===== config.mk =====
export PLATFORM = sky130hd
export DESIGN_NAME = monitor_dac_config_regs
export DESIGN_NICKNAME = d
export VERILOG_FILES = /design/src/cfg_regs_pkg.sv /design/src/monitor_dac_config_regs.sv
export SDC_FILE = /design/constraint.sdc
export NUM_CORES = 1
export LEC_CHECK = 0
export BUFFER_PORTS_ARGS = -buffer_cell sky130_fd_sc_hd__buf_2
export CAP_MARGIN = 20
export CORE_MARGIN = 3
export CORE_UTILIZATION = 50
export DETAILED_ROUTE_END_ITERATION = 12
export GPL_TIMING_DRIVEN = 0
export PLACE_DENSITY = 0.76
export SYNTH_ARGS = -nofsm -noshare
export SYNTH_HDL_FRONTEND = slang
export SYNTH_SLANG_ARGS = --single-unit

===== constraint.sdc =====
create_clock -name clk_i -period 2.3 [get_ports clk_i]
set_clock_uncertainty 0.2 [all_clocks]
set_input_delay 0.345 -clock clk_i [delete_from_list [all_inputs] [get_ports clk_i]]
set_output_delay 0.345 -clock clk_i [all_outputs]
set_load 0.05 [all_outputs]

===== src/cfg_regs_pkg.sv =====
// constants, types and register map of the monitor and converter config bank
package cfg_regs_pkg;
  localparam int ADDR_W = 8;
  localparam int DATA_W = 32;
  // register indices; byte address is four times the index
  localparam logic [7:0] IDX_MON = 8'h18;
  localparam logic [7:0] IDX_CONV = 8'h19;
  localparam logic [7:0] IDX_SPEED = 8'h1A;
  localparam logic [7:0] IDX_RANGE = 8'h1B;
  localparam logic [7:0] IDX_LOADCMD = 8'h1C;
  localparam logic [7:0] IDX_MSB_A = 8'h11;
  localparam logic [7:0] IDX_MSB_B = 8'h13;
  localparam logic [7:0] IDX_MSB_C = 8'h15;
  localparam logic [7:0] IDX_MSB_D = 8'h17;
  localparam logic [1:0] IDX_SHIFT = 2'h2;
  localparam logic [7:0] REG_RESET = 8'h00;
  localparam logic [7:0] MON_WMASK = 8'h01;
  localparam logic [7:0] CONV_WMASK = 8'h7F;
  localparam logic [7:0] LOADCMD_RMASK = 8'h10;
  // field positions
  localparam int MON_EN_BIT = 0;
  localparam int CONV_CH_LSB = 0;
  localparam int CONV_SINGLE_BIT = 4;
  localparam int CONV_AVGDIS_BIT = 5;
  localparam int CONV_TMO_BIT = 6;
  localparam int CONV_SWRST_BIT = 7;
  localparam int SPEED_FAST_BIT = 0;
  localparam int SPEED_RES10_BIT = 1;
  localparam int SPEED_LDSRC_BIT = 3;
  localparam int SPEED_ATEMP_BIT = 5;
  localparam int SPEED_BTEMP_BIT = 6;
  localparam int RANGE_LSB = 0;
  localparam int GROUP_LSB = 4;
  localparam int BYP_AB_BIT = 6;
  localparam int BYP_CD_BIT = 7;
  localparam int LOADCMD_VREF_BIT = 4;
  // timing
  localparam longint CLK_HZ = 125000000;
  localparam int SCL_TMO_MS = 25;
  localparam int SCL_TMO_CYC = int'(CLK_HZ * SCL_TMO_MS / 1000);
  // adc clock rates in tenths of hertz: 1.4 kHz and 22.5 kHz
  localparam longint ADC_SLOW_DHZ = 14000;
  localparam longint ADC_FAST_DHZ = 225000;
  localparam int ADC_SLOW_CYC = int'(CLK_HZ * 10 / ADC_SLOW_DHZ);
  localparam int ADC_FAST_CYC = int'(CLK_HZ * 10 / ADC_FAST_DHZ);
  localparam int AVG_COUNT = 16;

  typedef enum logic [1:0] {
    CH_SUPPLY = 2'b00,
    CH_INT = 2'b01,
    CH_EXT = 2'b10,
    CH_RSVD = 2'b11
  } chan_t;

  typedef enum logic [1:0] {
    GRP_SINGLE = 2'b00,
    GRP_PAIR = 2'b01,
    GRP_ALL = 2'b10,
    GRP_CMD = 2'b11
  } group_t;

  typedef enum logic {
    BUS_IDLE = 1'b0,
    BUS_WAIT = 1'b1
  } bus_state_t;

  typedef struct packed {
    logic monitor_en;
    chan_t channel_sel;
    logic single_channel;
    logic avg_disable;
    logic timeout_en;
    logic adc_fast;
    logic filter_disable;
    logic therm_10bit;
    logic load_by_reg;
    logic dac_a_temp;
    logic dac_b_temp;
    logic [3:0] dac_range;
    logic ref_bypass_ab;
    logic ref_bypass_cd;
    logic int_vref;
  } cfg_t;
endpackage


===== src/monitor_dac_config_regs.sv =====
// configuration register bank with ahb-lite slave, load control and conversion pacing
//
// What this block does
// RL1 - channel field picks supply, internal, external
// RL2 - cycle bit: round robin or single channel
// RL3 - sixteen-fold averaging unless disable bit set
// RL4 - timeout bit releases data after 25 ms
// RL5 - software reset restores every register default
// RL6 - speed bit: 1.4 or 22.5 kHz, filters
// RL7 - resolution bit picks 8 or 10 bit
// RL8 - host keeps resolution bit clear on 8-bit part
// RL9 - load source: strobe pin or registers
// RL10 - dac a follows internal temperature
// RL11 - dac b follows external temperature
// RL12 - host writes zero to reserved bits
// RL13 - range bits double each dac span
// RL14 - grouping 00: msb write loads that dac
// RL15 - grouping 01: b loads ab, d loads cd
// RL16 - grouping 10: only d write loads all
// RL17 - grouping 11: only load-command register loads
// RL18 - grouping acts only when pin disabled
// RL19 - bypass bits route reference around buffer
// RL20 - load-command bits pulse, read back zero
// RL21 - no conversions until monitoring enable set
// RL22 - software reset bit reads back cleared
`timescale 1ns/100ps
`default_nettype none

module monitor_dac_config_regs #(
  parameter int TMO_CYC = cfg_regs_pkg::SCL_TMO_CYC,
  parameter int ADC_SLOW_CYC = cfg_regs_pkg::ADC_SLOW_CYC,
  parameter int ADC_FAST_CYC = cfg_regs_pkg::ADC_FAST_CYC,
  parameter int AVG_COUNT = cfg_regs_pkg::AVG_COUNT
) (
  input wire logic clk_i,
  input wire logic rst_i,
  input wire logic hsel_i,
  input wire logic [cfg_regs_pkg::ADDR_W-1:0] haddr_i,
  input wire logic [1:0] htrans_i,
  input wire logic hwrite_i,
  input wire logic [2:0] hsize_i,
  input wire logic [cfg_regs_pkg::DATA_W-1:0] hwdata_i,
  input wire logic hready_i,
  output logic [cfg_regs_pkg::DATA_W-1:0] hrdata_o,
  output logic hreadyout_o,
  output logic hresp_o,
  input wire logic load_dac_strobe_n_i,
  input wire logic scl_i,
  output var cfg_regs_pkg::cfg_t cfg_o,
  output logic [3:0] dac_load_o,
  output logic soft_reset_o,
  output logic sda_release_o,
  output logic conv_start_o,
  output var cfg_regs_pkg::chan_t conv_channel_o
);

  ////////////////////////////////////////////////////////////////////////////
  // bus slave

  cfg_regs_pkg::bus_state_t state_q;
  logic [cfg_regs_pkg::ADDR_W-1:0] addr_q;
  logic wr_q;
  logic take;
  logic acc;
  logic wr_en;
  logic [7:0] wb;
  logic [7:0] idx;
  logic [7:0] mon_q;
  logic [7:0] conv_q;
  logic [7:0] speed_q;
  logic [7:0] range_q;
  logic vref_q;
  logic swrst;
  logic [3:0] msb_wr;
  logic cmd_wr;

  assign take = hsel_i && htrans_i[1] && hready_i;
  assign acc = (state_q == cfg_regs_pkg::BUS_WAIT);
  assign wr_en = acc && wr_q;
  assign wb = hwdata_i[7:0];
  assign idx = 8'(addr_q >> cfg_regs_pkg::IDX_SHIFT);

  // every transfer takes one wait state so writes and reads see settled data
  always_ff @(posedge clk_i) begin
    if (rst_i) begin
      state_q <= cfg_regs_pkg::BUS_IDLE;
      hreadyout_o <= 1'b1;
      addr_q <= '0;
      wr_q <= 1'b0;
    end else if (take) begin
      state_q <= cfg_regs_pkg::BUS_WAIT;
      hreadyout_o <= 1'b0;
      addr_q <= haddr_i;
      wr_q <= hwrite_i;
    end else begin
      state_q <= cfg_regs_pkg::BUS_IDLE;
      hreadyout_o <= 1'b1;
    end
  end

  always_ff @(posedge clk_i) begin
    if (rst_i) begin
      hresp_o <= 1'b0;
    end else begin
      hresp_o <= 1'b0;
    end
  end

  // unmapped addresses read zero and ignore writes
  always_ff @(posedge clk_i) begin
    if (rst_i) begin
      hrdata_o <= '0;
    end else if (acc && !wr_q) begin
      if (idx == cfg_regs_pkg::IDX_MON) begin
        hrdata_o <= 32'(mon_q);
      end else if (idx == cfg_regs_pkg::IDX_CONV) begin
        hrdata_o <= 32'(conv_q);
      end else if (idx == cfg_regs_pkg::IDX_SPEED) begin
        hrdata_o <= 32'(speed_q);
      end else if (idx == cfg_regs_pkg::IDX_RANGE) begin
        hrdata_o <= 32'(range_q);
      end else if (idx == cfg_regs_pkg::IDX_LOADCMD) begin
        hrdata_o <= 32'({3'h0, vref_q, 4'h0}); // RL20
      end else begin
        hrdata_o <= '0;
      end
    end
  end

  ////////////////////////////////////////////////////////////////////////////
  // registers

  assign swrst = wr_en && (idx == cfg_regs_pkg::IDX_CONV)
    && wb[cfg_regs_pkg::CONV_SWRST_BIT];
  assign cmd_wr = wr_en && (idx == cfg_regs_pkg::IDX_LOADCMD);
  assign msb_wr[0] = wr_en && (idx == cfg_regs_pkg::IDX_MSB_A);
  assign msb_wr[1] = wr_en && (idx == cfg_regs_pkg::IDX_MSB_B);
  assign msb_wr[2] = wr_en && (idx == cfg_regs_pkg::IDX_MSB_C);
  assign msb_wr[3] = wr_en && (idx == cfg_regs_pkg::IDX_MSB_D);

  always_ff @(posedge clk_i) begin
    if (rst_i || swrst) begin
      mon_q <= cfg_regs_pkg::REG_RESET; // RL5
    end else if (wr_en && idx == cfg_regs_pkg::IDX_MON) begin
      mon_q <= wb & cfg_regs_pkg::MON_WMASK;
    end
  end

  // reset bit is never stored, so it reads back as zero
  always_ff @(posedge clk_i) begin
    if (rst_i || swrst) begin
      conv_q <= cfg_regs_pkg::REG_RESET; // RL5 RL22
    end else if (wr_en && idx == cfg_regs_pkg::IDX_CONV) begin
      conv_q <= wb & cfg_regs_pkg::CONV_WMASK;
    end
  end

  // reserved bits are stored as written; keeping them zero is up to the host
  always_ff @(posedge clk_i) begin
    if (rst_i || swrst) begin
      speed_q <= cfg_regs_pkg::REG_RESET; // RL5
    end else if (wr_en && idx == cfg_regs_pkg::IDX_SPEED) begin
      speed_q <= wb;
    end
  end

  always_ff @(posedge clk_i) begin
    if (rst_i || swrst) begin
      range_q <= cfg_regs_pkg::REG_RESET; // RL5
    end else if (wr_en && idx == cfg_regs_pkg::IDX_RANGE) begin
      range_q <= wb;
    end
  end

  always_ff @(posedge clk_i) begin
    if (rst_i || swrst) begin
      vref_q <= 1'b0; // RL5
    end else if (cmd_wr) begin
      vref_q <= wb[cfg_regs_pkg::LOADCMD_VREF_BIT];
    end
  end

  always_ff @(posedge clk_i) begin
    if (rst_i) begin
      soft_reset_o <= 1'b0;
    end else begin
      soft_reset_o <= swrst; // RL5
    end
  end

  ////////////////////////////////////////////////////////////////////////////
  // configuration outputs

  always_ff @(posedge clk_i) begin
    if (rst_i) begin
      cfg_o <= '0;
    end else begin
      cfg_o.monitor_en <= mon_q[cfg_regs_pkg::MON_EN_BIT]; // RL21
      cfg_o.channel_sel <= cfg_regs_pkg::chan_t'(conv_q[cfg_regs_pkg::CONV_CH_LSB +: 2]); // RL1
      cfg_o.single_channel <= conv_q[cfg_regs_pkg::CONV_SINGLE_BIT]; // RL2
      cfg_o.avg_disable <= conv_q[cfg_regs_pkg::CONV_AVGDIS_BIT]; // RL3
      cfg_o.timeout_en <= conv_q[cfg_regs_pkg::CONV_TMO_BIT]; // RL4
      cfg_o.adc_fast <= speed_q[cfg_regs_pkg::SPEED_FAST_BIT]; // RL6
      cfg_o.filter_disable <= speed_q[cfg_regs_pkg::SPEED_FAST_BIT]; // RL6
      cfg_o.therm_10bit <= speed_q[cfg_regs_pkg::SPEED_RES10_BIT]; // RL7
      cfg_o.load_by_reg <= speed_q[cfg_regs_pkg::SPEED_LDSRC_BIT]; // RL9
      cfg_o.dac_a_temp <= speed_q[cfg_regs_pkg::SPEED_ATEMP_BIT]; // RL10
      cfg_o.dac_b_temp <= speed_q[cfg_regs_pkg::SPEED_BTEMP_BIT]; // RL11
      cfg_o.dac_range <= range_q[cfg_regs_pkg::RANGE_LSB +: 4]; // RL13
      cfg_o.ref_bypass_ab <= range_q[cfg_regs_pkg::BYP_AB_BIT]; // RL19
      cfg_o.ref_bypass_cd <= range_q[cfg_regs_pkg::BYP_CD_BIT]; // RL19
      cfg_o.int_vref <= vref_q;
    end
  end

  ////////////////////////////////////////////////////////////////////////////
  // dac load commands

  logic strobe_prev_q;
  logic ext_fall;
  logic [3:0] load_d;
  cfg_regs_pkg::group_t group;

  assign group = cfg_regs_pkg::group_t'(range_q[cfg_regs_pkg::GROUP_LSB +: 2]);
  assign ext_fall = strobe_prev_q && !load_dac_strobe_n_i;

  always_ff @(posedge clk_i) begin
    if (rst_i) begin
      strobe_prev_q <= 1'b1;
    end else begin
      strobe_prev_q <= load_dac_strobe_n_i;
    end
  end

  always_comb begin
    load_d = '0;
    if (!speed_q[cfg_regs_pkg::SPEED_LDSRC_BIT]) begin
      if (ext_fall) begin
        load_d = '1; // RL9
      end
    end else begin
      case (group) // RL18
        cfg_regs_pkg::GRP_SINGLE: begin
          load_d = msb_wr; // RL14
        end
        cfg_regs_pkg::GRP_PAIR: begin
          if (msb_wr[1]) begin
            load_d[1:0] = 2'h3; // RL15
          end
          if (msb_wr[3]) begin
            load_d[3:2] = 2'h3; // RL15
          end
        end
        cfg_regs_pkg::GRP_ALL: begin
          if (msb_wr[3]) begin
            load_d = '1; // RL16
          end
        end
        default: begin
          if (cmd_wr) begin
            load_d = wb[3:0]; // RL17 RL20
          end
        end
      endcase
    end
  end

  // a software reset drops any load in flight
  always_ff @(posedge clk_i) begin
    if (rst_i || swrst) begin
      dac_load_o <= '0;
    end else begin
      dac_load_o <= load_d;
    end
  end

  ////////////////////////////////////////////////////////////////////////////
  // serial clock timeout

  logic [31:0] scl_cnt_q;

  always_ff @(posedge clk_i) begin
    if (rst_i || !conv_q[cfg_regs_pkg::CONV_TMO_BIT] || scl_i) begin
      scl_cnt_q <= '0;
      sda_release_o <= 1'b0; // RL4
    end else if (scl_cnt_q == 32'(TMO_CYC - 1)) begin
      sda_release_o <= 1'b1; // RL4
    end else begin
      scl_cnt_q <= scl_cnt_q + 32'h1;
    end
  end

  ////////////////////////////////////////////////////////////////////////////
  // conversion pacing and channel sequencing

  logic [31:0] div_q;
  logic [31:0] period;
  logic tick;
  logic [4:0] avg_q;
  logic [4:0] avg_last;
  logic mon_en;
  logic single;
  cfg_regs_pkg::chan_t sel;
  cfg_regs_pkg::chan_t cur_q;
  cfg_regs_pkg::chan_t first;
  cfg_regs_pkg::chan_t next_ch;

  assign mon_en = mon_q[cfg_regs_pkg::MON_EN_BIT];
  assign single = conv_q[cfg_regs_pkg::CONV_SINGLE_BIT];
  // reserved channel code falls back to the supply channel
  assign sel = (conv_q[cfg_regs_pkg::CONV_CH_LSB +: 2] == cfg_regs_pkg::CH_RSVD)
    ? cfg_regs_pkg::CH_SUPPLY
    : cfg_regs_pkg::chan_t'(conv_q[cfg_regs_pkg::CONV_CH_LSB +: 2]); // RL1
  assign first = single ? sel : cfg_regs_pkg::CH_SUPPLY; // RL2
  assign period = speed_q[cfg_regs_pkg::SPEED_FAST_BIT] ? 32'(ADC_FAST_CYC)
    : 32'(ADC_SLOW_CYC); // RL6
  assign tick = mon_en && (div_q >= period - 32'h1); // RL21
  assign avg_last = conv_q[cfg_regs_pkg::CONV_AVGDIS_BIT] ? 5'h0
    : 5'(AVG_COUNT - 1); // RL3

  always_comb begin
    next_ch = cfg_regs_pkg::CH_SUPPLY;
    if (single) begin
      next_ch = sel; // RL2
    end else begin
      case (cur_q)
        cfg_regs_pkg::CH_SUPPLY: next_ch = cfg_regs_pkg::CH_INT;
        cfg_regs_pkg::CH_INT: next_ch = cfg_regs_pkg::CH_EXT;
        default: next_ch = cfg_regs_pkg::CH_SUPPLY;
      endcase
    end
  end

  always_ff @(posedge clk_i) begin
    if (rst_i || !mon_en) begin
      div_q <= '0; // RL21
    end else if (tick) begin
      div_q <= '0;
    end else begin
      div_q <= div_q + 32'h1;
    end
  end

  // one channel holds for a whole averaging run before moving on
  always_ff @(posedge clk_i) begin
    if (rst_i || !mon_en) begin
      avg_q <= '0;
      cur_q <= cfg_regs_pkg::CH_SUPPLY;
    end else if (tick) begin
      if (avg_q >= avg_last) begin
        avg_q <= '0; // RL3
        cur_q <= next_ch;
      end else begin
        avg_q <= avg_q + 5'h1;
      end
    end else if (avg_q == 5'h0 && single) begin
      cur_q <= first;
    end
  end

  always_ff @(posedge clk_i) begin
    if (rst_i) begin
      conv_start_o <= 1'b0;
      conv_channel_o <= cfg_regs_pkg::CH_SUPPLY;
    end else begin
      conv_start_o <= tick; // RL21
      if (tick) begin
        conv_channel_o <= cur_q;
      end
    end
  end

  logic by_reg;
  assign by_reg = speed_q[cfg_regs_pkg::SPEED_LDSRC_BIT];
endmodule

`default_nettype wire


# Word level (Yosys, flattened, before mapping)
# Cells that the tools add are included.
[word_totals]
register_bits = 167
input_bits = 52
wordCells = 110
[classes]
addsub = 4
n_lt_le_gt_ge = 2
eq_ne = 15
muxes = 24
n_reduce_logical = 31
[ops]
columns = ["cell", "count"]
rows = [
  ["32-bit by 1-bit adder with 32-bit output, second input constant", 2],
  ["6-bit by 5-bit == test with 1-bit output, second input constant", 9],
  ["32-bit by 22-bit == test with 1-bit output, second input constant", 1],
  ["32-bit greater-or-equal comparator", 1],
  ["8-bit 2-to-1 mux", 4],
  ["4-bit 2-to-1 mux", 5],
  ["17-bit by 1-bit subtractor with 18-bit output, second input constant", 1],
  ["1-bit logical AND", 17],
  ["17-bit 2-to-1 mux", 1],
  ["2-bit 2-to-1 mux", 8],
  ["4-bit case mux with 3 select lines", 1],
  ["5-bit 2-to-1 mux", 2],
  ["5-bit by 1-bit adder with 5-bit output, second input constant", 1],
  ["5-bit by 4-bit greater-or-equal comparator with 1-bit output", 1],
  ["5-bit zero test", 1],
  ["2-bit by 1-bit == test with 1-bit output, second input constant", 2],
  ["2-bit == test, second input constant", 2],
  ["1-bit zero test", 4],
  ["2-bit zero test", 2],
  ["1-bit logical OR", 4],
  ["2-bit case mux with 2 select lines", 1],
  ["1-bit 2-to-1 mux", 2],
  ["2-bit by 1-bit != test with 1-bit output, second input constant", 1],
  ["2-bit AND reduction", 1],
  ["2 further kinds", 2],
]

# Logic depth before layout (Yosys ltp)
[logic_depth]
depth_word = 6
ltp_mapped = 10

# Worst setup path after synthesis
# No wires, ideal clock.
[synth_timing]
kind = "register to register"
from = "register speed_q[0]"
to = "register cur_q[0]"
setup_ns = 0.120
arrival_time_ns = 2.009
slack_ns = -0.029
path_stages_with_launch = 10
path_buffers = 0
period_less_slack_ns = 2.329
cell_sequence = "dfxtp_1 > inv_1 > ha_1 > nand4_1 > nor4_1 > a211oi_1 > a31oi_1 > mux2_2 > o21ai_0 > a21oi_1"
[synth_between]
elab_chain_cells = 6
elab_cells_between_ends = 8
[synth_lines]
columns = ["item", "line", "text"]
rows = [
  ["start, declared", "monitor_dac_config_regs.sv:70", "logic [7:0] speed_q;"],
  ["start signal, assigned", "monitor_dac_config_regs.sv:161", "speed_q <= cfg_regs_pkg::REG_RESET;"],
  ["start signal, assigned", "monitor_dac_config_regs.sv:163", "speed_q <= wb;"],
  ["17-bit 2-to-1 mux (*)", "monitor_dac_config_regs.sv:315", "assign period = speed_q[cfg_regs_pkg::SPEED_FAST_BIT] ? 32'(ADC_FAST_CYC)"],
  ["17-bit by 1-bit subtractor with 18-bit output (*)", "monitor_dac_config_regs.sv:317", "assign tick = mon_en && (div_q >= period - 32'h1);"],
  ["32-bit greater-or-equal comparator (*)", "monitor_dac_config_regs.sv:317", ""],
  ["1-bit logical AND (*)", "monitor_dac_config_regs.sv:317", ""],
  ["2-bit by 1-bit != test with 1-bit output (no source line) / 2-bit nonzero test (equally long branches)", "n/a", ""],
  ["2-bit AND reduction (no source line)", "n/a", ""],
  ["end signal, assigned", "monitor_dac_config_regs.sv:348", "cur_q <= cfg_regs_pkg::CH_SUPPLY;"],
  ["end signal, assigned", "monitor_dac_config_regs.sv:352", "cur_q <= next_ch;"],
  ["end signal, assigned", "monitor_dac_config_regs.sv:357", "cur_q <= first;"],
  ["end, declared", "monitor_dac_config_regs.sv:304", "cfg_regs_pkg::chan_t cur_q;"],
]
# Mark *: on every way between the ends. The rest lies on a longest branch, timed or not.
# A chain may end at the register's enable or synchronous reset.

# Final worst setup path
# Same ends and word-level chain as after synthesis.

==> out/qor.txt <==
status -> finished, violations left
failing checks -> negative setup slack
Seq cells post-synth -> 141
total gr overflow -> 0
count of buffers from port buffering -> 58
placed cell count -> 892
vias in the first global route -> 4774
most common cell after layout, fill and taps aside -> dfxtp_1
buffer and inverter count on the worst path -> 2
Reg2Reg Setup Slack -> -0.17 ns
dpl ws -> -0.3861 ns
final core occ -> 65.35%
Critical Path AT -> 2.57 ns
CTS Root Cell -> clkbuf_16
Antenna Nets Post-Route -> 0
num rows -> 39
die width -> 115.9 um
antenna cell count -> 0
overall power -> 5416 uW
Worst Tran Pin Value -> 0.8086 ns
final WL -> 13.63 mm
top post-synthesis cells by area -> dfxtp_1 (47%), nor2_1 (6.8%), mux2i_1 (5.0%), xor2_1 (4.9%), buf_4 (3.6%)
Pwr Density -> 713.5 nW/um^2
total of max-cap violations -> 0
Final Instance Area -> 7590 sq um
clock period minus worst slack -> 2.466 ns
R2R depth -> 10
initial antenna violation count -> 0
clk sinks -> 141
Iter 0 DRT Violations -> 273
Mean Syn Cell Area -> 9.243 sq um
Post-DP HPWL -> 9.195 mm
GRT met2 Usage -> 34.94%
fin cells -> 944
most used routing layer -> met2
final worst-path cycle share -> 107.2%
placed inst area -> 6649 sq um
io pins -> 114
Clock transition at path regs -> 0.06 ns
Mapped Cells -> 653
Max Fanout on Critical Path -> 5
All-Layer GR Usage -> 20.75%
max-slew violations -> 0
largest net degree at the start of global routing -> 17
Setup-failing EPs final -> 23
layout cells sized above 1 -> 22.10%
via count -> 4970
critical path, cell by cell -> inv_6 -> ha_4 -> nand4_1 -> nor4_4 -> a211oi_2 -> a31oi_1 -> buf_4 -> mux2_4 -> o21ai_2 -> a21oi_1
drt first pass iters -> 5
Initial Utilization -> 51.97%
Core ar. -> 11610 sq um
area share of the largest cell type after synthesis -> 46.77%
RSZ-0062 raised after global routing -> true
Synth cell types -> 55
area of the die -> 13430 sq um
Die Y -> 115.9 um
Synth area leader -> dfxtp_1
first-pass GRT wire length -> 22.24 mm
CTS tree -> yes
Static Leak -> 0.003199 uW
DRC errors left -> 0
sequential cell area fraction in the yosys report -> 46.77%
clock latency at the later pin of the worst-skew pair -> 0.41 ns
GP Congestion -> 0.8408
CTS Buffer Depth -> 2
relative slew slack -> 45.69%
Achievable Freq -> 0.4055 GHz
worst path required time -> 2.40 ns
CP max stage delay -> 0.41 ns
met3 usage in global routing -> 5.222%
setup slack after layout -> -0.1659 ns
filler instances -> 921
most frequently used flop master after synthesis -> dfxtp_1
GR Util met1 -> 25.16%
critical path's slowest cell -> dfxtp_4
Hold/Removal Path Class -> in -> reg
CP Launch Type -> flip-flop
FF-to-FF End -> cur_q[0]$_SDFFE_PP0P_
RR Startpoint -> speed_q[0]$_SDFFE_PP0P_
Levels on crit path -> 10
Cell Area, Synth -> 6036 sq um
final net count -> 859
Critical Path End -> cur_q[0]$_SDFFE_PP0P_
CP startpoint -> speed_q[0]$_SDFFE_PP0P_
H-tree depth -> 4
Layout area overhead -> 25.75%
number of enable flip-flop cells after synthesis -> 0
ys async rst share -> 0%
clock buffer count from CTS -> 17
Crit path max-delay family -> compound AO/OA/AOI/OAI gates
YS warnings -> 0
commonest non-fill, non-tap cells in the layout -> dfxtp_1 (140), nor2_1 (108), buf_2 (62)
Critical Path Sink Type -> flip-flop
mean routed wirelength per cell -> 14.44 um
Setup CP Type -> reg -> reg
Final Hold Viols -> 0
VDD IR max -> 0.0005802 V
Avg Vias per Cell -> 5.265
[per-stage QoR]
stage / hold WS, ns / setup TNS (ns)
5_1_grt: 0.003752 / -3.676
3_3_place_gp: 0.2448 / -6.407
4_1_cts: 0.001874 / -0.02699
6_report: 0.01389 / -1.827
3_5_place_dp: 0.2603 / -6.789
2_1_floorplan: 0.2284 / 0
[tightest hold or removal path: stages]
cell and delay, ns:
buf_2 0.12, nand2_1 0.06, a21oi_1 0.05
[cell families after synthesis]
group                      after synthesis  synth area share (%)
buffers and inverters                   66                 6.322
AOI/OAI and AO/OA                       70                 6.903
xor gates and xnor gates                44                 6.385
adders and majority gates               17                 3.524
and+or+nand+nor                        277                 23.76
muxes                                   37                 6.281
DFF                                    141                 46.77
other                                    1               0.06213
[per-layer routing]
layer	vias up	share of wire, %
li1	2459	-
met1	2353	43
met2	128	50
met3	30	4.6
met4	0	2.5
met5	-	0
[cell type report]
| cell class | instances | area, sq um | area share [%] |
|---|---|---|---|
| Multi-Input combinational cell | 484 | 3112 | 41.00 |
| Clock buffer | 21 | 460.4 | 6.067 |
| Timing Repair Buffer | 80 | 498.0 | 6.561 |
| Buffer | 51 | 340.3 | 4.484 |
| Tap cell | 143 | 178.9 | 2.357 |
| Inverter | 15 | 61.31 | 0.8078 |
| Clock inverter | 9 | 112.6 | 1.484 |
| Sequential cell | 141 | 2826 | 37.24 |
[state kept, by name (all words and copies together) (netlist names), 2 cells and up]
register,cells
avg_q,5
cfg_o,18
div_q,32
range_q,8
scl_cnt_q,32
hrdata_o,8
conv_q,7
addr_q,6
dac_load_o,4
conv_channel_o,2
cur_q,2
speed_q,8
[power breakdown]
part,total [uW],internal (uW),switching [uW]
Combinational,280,83.3,197
Sequential,2480,2470,12.6
Clock,2650,1650,1010
[Yosys cell counts (5+ instances only)]
cell type and instances:
mux2i_1 30, clkbuf_1 12, nor4_1 8, ha_1 17
buf_4 29, mux2_2 7, nor2b_1 20, nand3_1 30
a21oi_1 29, a22oi_1 6, a211oi_1 8, o21ai_0 17
and3_1 11, nor3_1 6, or3_1 8, buf_2 5
dfxtp_1 141, nand4_1 15, xnor2_1 10, nand2b_1 5
nor2_1 109, xor2_1 34, inv_1 15, nand2_1 40
[repair_timing]
action,4_1_cts,5_1_grt
endpoints found under the setup margin,28,46
gates cloned,0,2
hold buffers,7,0
pin swaps,6,10
buffers inserted,3,10
hold endpoints to repair,7,0
resized for setup,19,21
[worst min-delay path by stage]
| stage | startpoint | endpoint | cells after the start |
|---|---|---|---|
| 2_1_floorplan | rst_i | cfg_o[13]$_SDFF_PP0_ | 1 |
| 3_3_place_gp | sda_release_o$_SDFFE_PP0N_ | sda_release_o$_SDFFE_PP0N_ | 2 |
| 3_5_place_dp | conv_q[3]$_SDFFE_PP0P_ | conv_q[3]$_SDFFE_PP0P_ | 2 |
| 4_1_cts | hwdata_i[6] | conv_q[6]$_SDFFE_PP0P_ | 3 |
| 5_1_grt | hwdata_i[5] | conv_q[5]$_SDFFE_PP0P_ | 3 |
| 6_report | hwdata_i[6] | conv_q[6]$_SDFFE_PP0P_ | 3 |
No activity file was read; power rests on OpenSTA's default activity.
